$ cat src/hdl/uart_irq_pkg.sv
package uart_irq_pkg;

  // ------------------------------------------------------------------
  // bus geometry
  // ------------------------------------------------------------------
  localparam int unsigned ADDR_W = 8;
  localparam int unsigned DATA_W = 32;
  localparam int unsigned STRB_W = 4;
  localparam int unsigned FLAG_W = 13;

  // ------------------------------------------------------------------
  // register byte offsets
  // ------------------------------------------------------------------
  localparam logic [ADDR_W-1:0] OFS_ENABLE = 8'h38;
  localparam logic [ADDR_W-1:0] OFS_RAW    = 8'h3C;
  localparam logic [ADDR_W-1:0] OFS_MASKED = 8'h40;
  localparam logic [ADDR_W-1:0] OFS_CLEAR  = 8'h44;

  // ------------------------------------------------------------------
  // flag bit positions (same in every register of the group)
  // ------------------------------------------------------------------
  localparam int unsigned BIT_CTS        = 1;
  localparam int unsigned BIT_RX         = 4;
  localparam int unsigned BIT_TX         = 5;
  localparam int unsigned BIT_RX_TIMEOUT = 6;
  localparam int unsigned BIT_FRAMING    = 7;
  localparam int unsigned BIT_PARITY     = 8;
  localparam int unsigned BIT_BREAK      = 9;
  localparam int unsigned BIT_OVERRUN    = 10;
  localparam int unsigned BIT_STOP_CHAR  = 11;
  localparam int unsigned BIT_TX_EMPTY   = 12;

  // bits 1 and 4..12 exist, the rest are reserved
  localparam logic [FLAG_W-1:0] FLAG_VALID = 13'h1FF2;
  localparam logic [FLAG_W-1:0] FLAG_RESET = 13'h0000;

  // ------------------------------------------------------------------
  // bus responses and register select
  // ------------------------------------------------------------------
  localparam logic [1:0] RESP_OKAY   = 2'h0;
  localparam logic [1:0] RESP_SLVERR = 2'h2;

  typedef enum logic [2:0] {
    SEL_NONE,
    SEL_ENABLE,
    SEL_RAW,
    SEL_MASKED,
    SEL_CLEAR
  } reg_sel_e;

endpackage

$ cat src/hdl/uart_irq_if.sv
`timescale 1ns/100ps
interface uart_irq_if;
  import uart_irq_pkg::*;

  logic [FLAG_W-1:0] set;
  logic [FLAG_W-1:0] clr;
  logic [FLAG_W-1:0] enable;
  logic [FLAG_W-1:0] raw;
  logic [FLAG_W-1:0] masked;

  modport bank (
    input  set,
    input  clr,
    input  enable,
    output raw,
    output masked
  );

  modport ctrl (
    output set,
    output clr,
    output enable,
    input  raw,
    input  masked
  );
endinterface

$ cat src/hdl/uart_irq_flags.sv
`timescale 1ns/100ps
module uart_irq_flags
  import uart_irq_pkg::*;
(
  // clock and reset
  input  wire logic   i_clk,
  input  wire logic   i_rst,
  // flag traffic
  uart_irq_if.bank    flags
);

  typedef struct packed {
    logic [FLAG_W-1:0] raw_interrupt_status;
  } flags_state_s;

  flags_state_s q;
  flags_state_s d;

  // ------------------------------------------------------------------
  // sticky raw flags
  // ------------------------------------------------------------------
  always_comb begin
    d = q;
    d.raw_interrupt_status = ((q.raw_interrupt_status & ~flags.clr) | flags.set) & FLAG_VALID;
  end

  always_ff @(posedge i_clk or posedge i_rst) begin
    if (i_rst) begin
      q.raw_interrupt_status <= FLAG_RESET;
    end else begin
      q <= d;
    end
  end

  assign flags.raw = q.raw_interrupt_status;
  assign flags.masked = q.raw_interrupt_status & flags.enable;

endmodule // uart_irq_flags

$ cat src/hdl/uart_irq_ctrl.sv
// Operation
// - The clear-to-send raw pending flag sits read-only at bit 1 of the raw status register.
// - Receive, transmit and receive-timeout raw flags sit at bits 4, 5 and 6 of the raw status register.
// - Framing, parity, break and overrun raw flags sit at bits 7, 8, 9 and 10 of the raw status register.
// - The stop-character raw flag sits at bit 11 and the transmit-FIFO-empty raw flag at bit 12.
// - A flag reads 1 while its interrupt is pending, else 0, and every flag is 0 after reset.
// - A read-only masked status register at 0x40 holds the clear-to-send masked flag at bit 1.
// - The masked register holds receive to receive-timeout at bits 4-6 and the error flags at bits 7-10.
// - The masked register holds the stop-character flag at bit 11 and transmit-FIFO-empty at bit 12.
// - Writing the clear register at 0x44 clears each flag written 1 and leaves those written 0; an event in the same cycle keeps its flag set.
// - Clear bits line up with status bits: 1, 4 to 10, 11 and 12.
// - A masked flag is 1 only when its raw flag is pending and its enable bit is 1.
// - The raw status register sits at offset 0x3C.
//
// Design decision made here: the AXI4-Lite interface to the registers.
`timescale 1ns/100ps
module uart_irq_ctrl
  import uart_irq_pkg::*;
(
  // clock and reset
  input  wire logic                i_clk,
  input  wire logic                i_rst,
  // event pulses from the serial datapath, one bit per flag position
  input  wire logic [FLAG_W-1:0]   i_irq_event,
  // interrupt request
  output logic                     o_irq,
  // axi4-lite write address
  input  wire logic                i_awvalid,
  output logic                     o_awready,
  input  wire logic [ADDR_W-1:0]   i_awaddr,
  input  wire logic [2:0]          i_awprot,
  // axi4-lite write data
  input  wire logic                i_wvalid,
  output logic                     o_wready,
  input  wire logic [DATA_W-1:0]   i_wdata,
  input  wire logic [STRB_W-1:0]   i_wstrb,
  // axi4-lite write response
  output logic                     o_bvalid,
  input  wire logic                i_bready,
  output logic [1:0]               o_bresp,
  // axi4-lite read address
  input  wire logic                i_arvalid,
  output logic                     o_arready,
  input  wire logic [ADDR_W-1:0]   i_araddr,
  input  wire logic [2:0]          i_arprot,
  // axi4-lite read data
  output logic                     o_rvalid,
  input  wire logic                i_rready,
  output logic [DATA_W-1:0]        o_rdata,
  output logic [1:0]               o_rresp
);

  // ------------------------------------------------------------------
  // helpers
  // ------------------------------------------------------------------
  function automatic reg_sel_e reg_decode(input logic [ADDR_W-1:0] addr);
    reg_sel_e sel;
    sel = SEL_NONE;
    if (addr[ADDR_W-1:2] == OFS_ENABLE[ADDR_W-1:2]) sel = SEL_ENABLE;
    if (addr[ADDR_W-1:2] == OFS_RAW[ADDR_W-1:2]) sel = SEL_RAW;
    if (addr[ADDR_W-1:2] == OFS_MASKED[ADDR_W-1:2]) sel = SEL_MASKED;
    if (addr[ADDR_W-1:2] == OFS_CLEAR[ADDR_W-1:2]) sel = SEL_CLEAR;
    return sel;
  endfunction

  function automatic logic [DATA_W-1:0] lane_mask(input logic [STRB_W-1:0] strb);
    logic [DATA_W-1:0] m;
    m = '0;
    for (int i = 0; i < STRB_W; i++) begin
      m[i*8 +: 8] = {8{strb[i]}};
    end
    return m;
  endfunction

  // ------------------------------------------------------------------
  // state
  // ------------------------------------------------------------------
  typedef struct packed {
    logic              aw_held;
    logic [ADDR_W-1:0] aw_addr;
    logic              w_held;
    logic [DATA_W-1:0] w_data;
    logic [STRB_W-1:0] w_strb;
    logic              bvalid;
    logic [1:0]        bresp;
    logic              rvalid;
    logic [DATA_W-1:0] rdata;
    logic [1:0]        rresp;
    logic [FLAG_W-1:0] enable;
  } ctrl_state_s;

  ctrl_state_s q;
  ctrl_state_s d;

  uart_irq_if flags ();

  logic              wr_go;
  reg_sel_e          wr_sel;
  reg_sel_e          rd_sel;
  logic [DATA_W-1:0] wr_bits;
  logic [DATA_W-1:0] wr_lanes;
  logic [FLAG_W-1:0] clr_pulse;

  // the unused prot inputs carry no meaning for this slave
  logic              prot_unused;
  assign prot_unused = ^{i_awprot, i_arprot};

  // ------------------------------------------------------------------
  // flag bank
  // ------------------------------------------------------------------
  uart_irq_flags u_flags (
    .i_clk (i_clk),
    .i_rst (i_rst),
    .flags (flags.bank)
  );

  // events come from logic on i_clk, so no synchroniser is needed
  assign flags.set    = i_irq_event & FLAG_VALID;
  assign flags.enable = q.enable;
  assign flags.clr    = clr_pulse;

  // ------------------------------------------------------------------
  // axi4-lite slave
  // ------------------------------------------------------------------
  // address and data are taken in either order; the write fires once both are held and no write response is pending
  assign o_awready = ~q.aw_held;
  assign o_wready  = ~q.w_held;
  assign o_arready = ~q.rvalid;
  assign wr_go     = q.aw_held & q.w_held & ~q.bvalid;
  assign wr_sel    = reg_decode(q.aw_addr);
  assign rd_sel    = reg_decode(i_araddr);
  assign wr_lanes  = lane_mask(q.w_strb);
  assign wr_bits   = q.w_data & wr_lanes;

  assign clr_pulse = (wr_go && wr_sel == SEL_CLEAR) ? (wr_bits[FLAG_W-1:0] & FLAG_VALID) : FLAG_RESET;

  always_comb begin
    d = q;
    if (i_awvalid && o_awready) begin
      d.aw_held = 1'b1;
      d.aw_addr = i_awaddr;
    end
    if (i_wvalid && o_wready) begin
      d.w_held = 1'b1;
      d.w_data = i_wdata;
      d.w_strb = i_wstrb;
    end
    if (q.bvalid && i_bready) begin
      d.bvalid = 1'b0;
    end
    if (wr_go) begin
      d.aw_held = 1'b0;
      d.w_held  = 1'b0;
      d.bvalid  = 1'b1;
      d.bresp   = (wr_sel == SEL_NONE) ? RESP_SLVERR : RESP_OKAY;
      // reserved enable bits stay zero whatever software writes
      if (wr_sel == SEL_ENABLE) begin
        d.enable = (q.enable & ~wr_lanes[FLAG_W-1:0]) | (wr_bits[FLAG_W-1:0] & FLAG_VALID);
      end
    end
    if (q.rvalid && i_rready) begin
      d.rvalid = 1'b0;
    end
    if (i_arvalid && o_arready) begin
      d.rvalid = 1'b1;
      d.rresp  = RESP_OKAY;
      d.rdata  = '0;
      case (rd_sel)
        SEL_ENABLE: d.rdata[FLAG_W-1:0] = q.enable;
        SEL_RAW: d.rdata[FLAG_W-1:0] = flags.raw;
        SEL_MASKED: d.rdata[FLAG_W-1:0] = flags.masked;
        // write-only register reads as zero
        SEL_CLEAR: d.rdata = '0;
        default: d.rresp = RESP_SLVERR;
      endcase
    end
  end

  always_ff @(posedge i_clk or posedge i_rst) begin
    if (i_rst) begin
      q.aw_held <= 1'b0;
      q.aw_addr <= 8'h00;
      q.w_held  <= 1'b0;
      q.w_data  <= 32'h00000000;
      q.w_strb  <= 4'h0;
      q.bvalid  <= 1'b0;
      q.bresp   <= RESP_OKAY;
      q.rvalid  <= 1'b0;
      q.rdata   <= 32'h00000000;
      q.rresp   <= RESP_OKAY;
      q.enable  <= FLAG_RESET;
    end else begin
      q <= d;
    end
  end

  assign o_bvalid = q.bvalid;
  assign o_bresp  = q.bresp;
  assign o_rvalid = q.rvalid;
  assign o_rdata  = q.rdata;
  assign o_rresp  = q.rresp;

  assign o_irq = |flags.masked;

  logic [FLAG_W-1:0] clr_only;
  logic [FLAG_W-1:0] set_valid;
  logic [FLAG_W-1:0] set_clr;
  assign clr_only  = clr_pulse & ~flags.set;
  assign set_valid = flags.set;
  assign set_clr   = set_valid & clr_pulse;
endmodule // uart_irq_ctrl

$ cat config.mk
export PLATFORM = sky130hd
export DESIGN_NAME = uart_irq_ctrl
export DESIGN_NICKNAME = d
export VERILOG_FILES = /design/src/hdl/uart_irq_pkg.sv /design/src/hdl/uart_irq_if.sv /design/src/hdl/uart_irq_flags.sv /design/src/hdl/uart_irq_ctrl.sv
export SDC_FILE = /design/constraint.sdc
export NUM_CORES = 1
export LEC_CHECK = 0
export ABC_AREA = 1
export BUFFER_PORTS_ARGS = -buffer_cell sky130_fd_sc_hd__buf_2
export CORE_ASPECT_RATIO = 1.1
export CORE_UTILIZATION = 42
export DETAILED_ROUTE_END_ITERATION = 10
export GPL_ROUTABILITY_DRIVEN = 1
export PLACE_DENSITY = 0.7
export RECOVER_POWER = 25
export SYNTH_ARGS = -nofsm -noshare
export SYNTH_HDL_FRONTEND = slang
export SYNTH_SLANG_ARGS = --single-unit
export TNS_END_PERCENT = 5
$ cat constraint.sdc
create_clock -name i_clk -period 1.8 [get_ports i_clk]
set_input_delay 0.18 -clock i_clk [delete_from_list [all_inputs] [get_ports i_clk]]
set_output_delay 0.18 -clock i_clk [all_outputs]
set_load 0.02 [all_outputs]
# Word level (Yosys, flattened, before mapping)
# Cells that the tools add are included.
[totals]
wordCells = 74
output_inout_bits = 42
inputBits = 78
reg_bits = 88
[classes]
eq_ne = 14
mux = 20
n_bitwise = 14
reduce_logical = 14
[ops]
columns = ["cell", "count"]
rows = [
  ["$and 13x13->13", 4],
  ["$pmux 13 s3", 1],
  ["$mux 37", 1],
  ["$mux 35", 1],
  ["$not 13->13", 2],
  ["$or 13x13->13", 2],
  ["$eq 6x4->1 const B", 4],
  ["$eq 6x5->1 const B", 4],
  ["$mux 3", 5],
  ["$mux 13", 1],
  ["$reduce_or 13->1", 1],
  ["$mux 9", 1],
  ["$mux 2", 4],
  ["$reduce_bool 2->1", 4],
  ["$eq 3x1->1 const B", 2],
  ["$eq 3x2->1 const B", 2],
  ["$eq 3x3->1 const B", 2],
  ["$logic_and 1x1->1", 6],
  ["$mux 1", 6],
  ["$not 1->1", 4],
  ["$reduce_or 4->1", 1],
  ["$logic_not 3->1", 1],
  ["$and 1x1->1", 2],
  ["$reduce_and 2->1", 1],
]

# Depth between registers and ports, before layout
[depth]
ltp_word = 11
mapped_depth = 7
ltp_nobuf = 7

# Cells and area by module
# From an unflattened synthesis, not the netlist that was laid out.
[unflattened]
hier_cells = 423
hier_area_um2 = 3349.5
[modules_own_cells]
columns = ["mod", "instances", "seq_area_each_um2", "cells_each", "area_each_um2"]
rows = [
  ["uart_irq_ctrl", 1, 1251.2, 345, 2821.5],
  ["uart_irq_flags", 1, 250.2, 78, 528.0],
]

# Worst setup path before layout
# Ideal clock, no wire load.
[synth_timing]
kind = "register -> register"
from = "register q (netlist bit o_bvalid)"
to = "register u_flags.q (netlist bit u_flags.flags.raw[12])"
n_path_buf = 0
slack_ps = 571
period_less_slack_ps = 1229
setup_ps = 123
arrival_ps = 1106
path_stages_with_launch = 7
required_time_ps = 1677
path_cell_list = "dfrtp_1 inv_1 nand3_4 inv_1 nand3_4 o21ai_0 nand2_1"
[synth_lines]
columns = ["element", "line", "text"]
rows = [
  ["from (decl)", "uart_irq_ctrl.sv:92", "ctrl_state_s q;"],
  ["to (decl)", "uart_irq_flags.sv:16", "flags_state_s q;"],
]

# Worst setup path after layout
[layout_timing]
from = "register u_flags.q (netlist bit u_flags.flags.raw[4])"
to = "output o_irq"
[layout_between]
elab_chain_cells = 2
[layout_rtl]
columns = ["element", "line", "text"]
rows = [
  ["$and 13x13->13", "uart_irq_flags.sv:36", "assign flags.masked = q.raw_interrupt_status & flags.enable;"],
  ["$reduce_or 13->1", "uart_irq_ctrl.sv:203", "assign o_irq = |flags.masked;"],
  ["to (decl)", "uart_irq_ctrl.sv:26", "output logic o_irq,"],
]
# Every way passes these cells.

==> results.ini <==
[status]
status=finished with violations
violations=DRC

[cts]
cts_tree=built
cts_hold_buf=1
ctsResizeCount=0
cts_buffers=9
cts_root_buf=clkbuf_8
numClockSinks=60
post-cts-setup-buffer-count=0
htree_levels=3
path_clk_slew_ps=70
cts_buffer_depth=2
clk_latency_ps=340

[critical_path]
worst-path-buf-inv=1
path_max_fanout=3
start_kind=register
worstSetupPathType=register to output pin
max_stage_delay_ps=400
crit_chain=nand2_1 -> nand2_1 -> nor3_1 -> nand4_1 -> buf_2
worst-r2r-cell-count=6
crit_top_cell=nand2_1
path_delay_family=simple AND/OR/NAND/NOR gates
reg2reg_to=u_flags.flags.raw[10]
required_ps=1620
r2r_start=o_bvalid
crit_path_top_delay_cell=dfrtp_1
ff2ff_setup_slack_ps=310
crit_path_end_kind=output pin
arrival_ps=1480

[layout]
diodes=0
area_growth_pct=13.6
nets=501
layout_commonest_cell=nand2_1
finalNonFillerCells=513
nFillCells=699
multi_input_area_mm2=0.00121
final_cell_mix=nand2_1, buf_2, dfrtp_1
final_util_pct=49.9
drive_gt1_share_pct=25.5
seqCellArea_mm2=0.00150

[detailed_routing]
vias=2442
drt-total-wl_um=6050
dr.pass1.iters=7
drc=14
drt-initial-drc-count=111
wl_per_cell_um=11.8
drtAntennaViolNets=0
viasPerCell=4.76

[sta]
rsz0062_at_grt=false
slew_headroom_pct=45.6
finalHoldViolCount=0
setup_viol=0
clock.fmax_mhz=603
finalSetupTns_ps=0
layout_setup_ws_ps=142
timing.final.crit_period_ps=1660
worst_pin_slew_ps=816
fin_skew_ps=3.72
final_max_slew_viol_count=0
fin_crit_sh_pct=92.1

[hold_path]
holdPathStages=2
worstHoldPathType=primary input to register
hold_end=o_bvalid
hp-start=i_bready

[floorplanning]
start_util_pct=44.0
fp-row-count=32
coreArea_mm2=0.00709
die_area_mm2=0.00777
io_pins=120
dieHeight_um=92.3
fp.dieW_um=84.1

[place]
dp_slack_ps=474
portBuffers=61
hpwl_um=4420
gp_congestion=0.786
placedCellCount=496

[pwr]
leakagePower_uw=0.00192
irDropWorstVdd_uv=806
p_per_area_mw_per_mm2=1310

[flow_run]
drv_cap=0

[logic_synthesis]
yosysWarnings=0
ys_seq_area_share_pct=48.2
synth-seq-cells=60
syn_area_per_cell_um2=8.44
synthCells=369
ys_types=25
netlist_area_mm2=0.00312

[global_route]
grt_pass1_wl_um=10500
overflow=0
grt_usage_pct=17.3
antenna_found_initial=0
grt_pass1_vias=2350
grt_max_degree=27

## stage by stage
step | total power, µW | hold slack [ps] | area (µm²)
after CTS | 4710 | 21.5 | 3560
after global placement | 3300 | 230 | 3340
after global routing | 4950 | 17.9 | 3540
after floorplan | 3050 | 276 | 3190
after detailed placement | 3350 | 234 | 3340
final | 4640 | 27.7 | 3540
## synthesized netlist by cell type
cell	number	area share, %
inv_1	36	4.3
buf_6	1	0.36
nand3_4	2	1.1
buf_4	37	8.9
inv_2	3	0.36
o21ai_0	18	2.9
nand3_1	37	5.9
nor2_1	16	1.9
nand3_2	1	0.32
nor3_1	3	0.48
mux2_2	13	4.7
a21oi_1	5	0.80
nor2_4	3	1.1
nand2_1	107	13
nand2_2	1	0.20
conb_1	1	0.12
dfrtp_1	60	48
nand2_4	2	0.72
buf_2	5	0.80
clkbuf_1	2	0.24
nor3_4	1	0.52
o211ai_1	1	0.24
nor2_2	2	0.40
nand4_1	11	2.2
a31oi_1	1	0.20
## where the power goes
part           switching, µW  total (µW)  internal, µW
combinational            813        1300           488
clock                    539        1320           779
sequential               314        2020          1700
total                   1670        4640          2970
## kinds of logic (layout without fill, tap and decap cells)
kind of cell    after synthesis  after routing  share of synthesized area (%)
compound gates               25             25                           4.14
buf+inv                      84            123                           15.0
flops                        60             60                           48.2
mux                          13             13                           4.70
other cells                   1             21                          0.120
simple gates                186            186                           27.8
## area by class of cell
cell class                      instances  share of cell area (%)
Multi-Input combinational cell        245                    34.1
Tap cell                               85                    3.00
Inverter                               39                    4.14
Timing Repair Buffer                   68                    10.2
Clock inverter                          6                    2.51
Clock buffer                           10                    3.61
Sequential cell                        60                    42.4
## how the worst max path moves through the flow
stage                    startpoint                    end  slack [ps]  cells after the start
3_5_place_dp               o_bvalid  u_flags.flags.raw[10]         470                      6
3_3_place_gp               o_bvalid   u_flags.flags.raw[5]         500                      6
6_report       u_flags.flags.raw[4]                  o_irq         140                      5
2_1_floorplan                 i_rst              async pin         140                      1
4_1_cts        u_flags.flags.raw[4]                  o_irq         110                      5
5_1_grt        u_flags.flags.raw[4]                  o_irq          60                      5
## layer usage
metal,global-route usage (%),share of wire [%],up-vias
met2,27.8,45,82
met1,22.2,47,1121
met4,8.62,1.6,0
met3,3.83,5.9,8
met5,0,0,-
li1,-,-,1231
(Power assumes the default switching activity.)
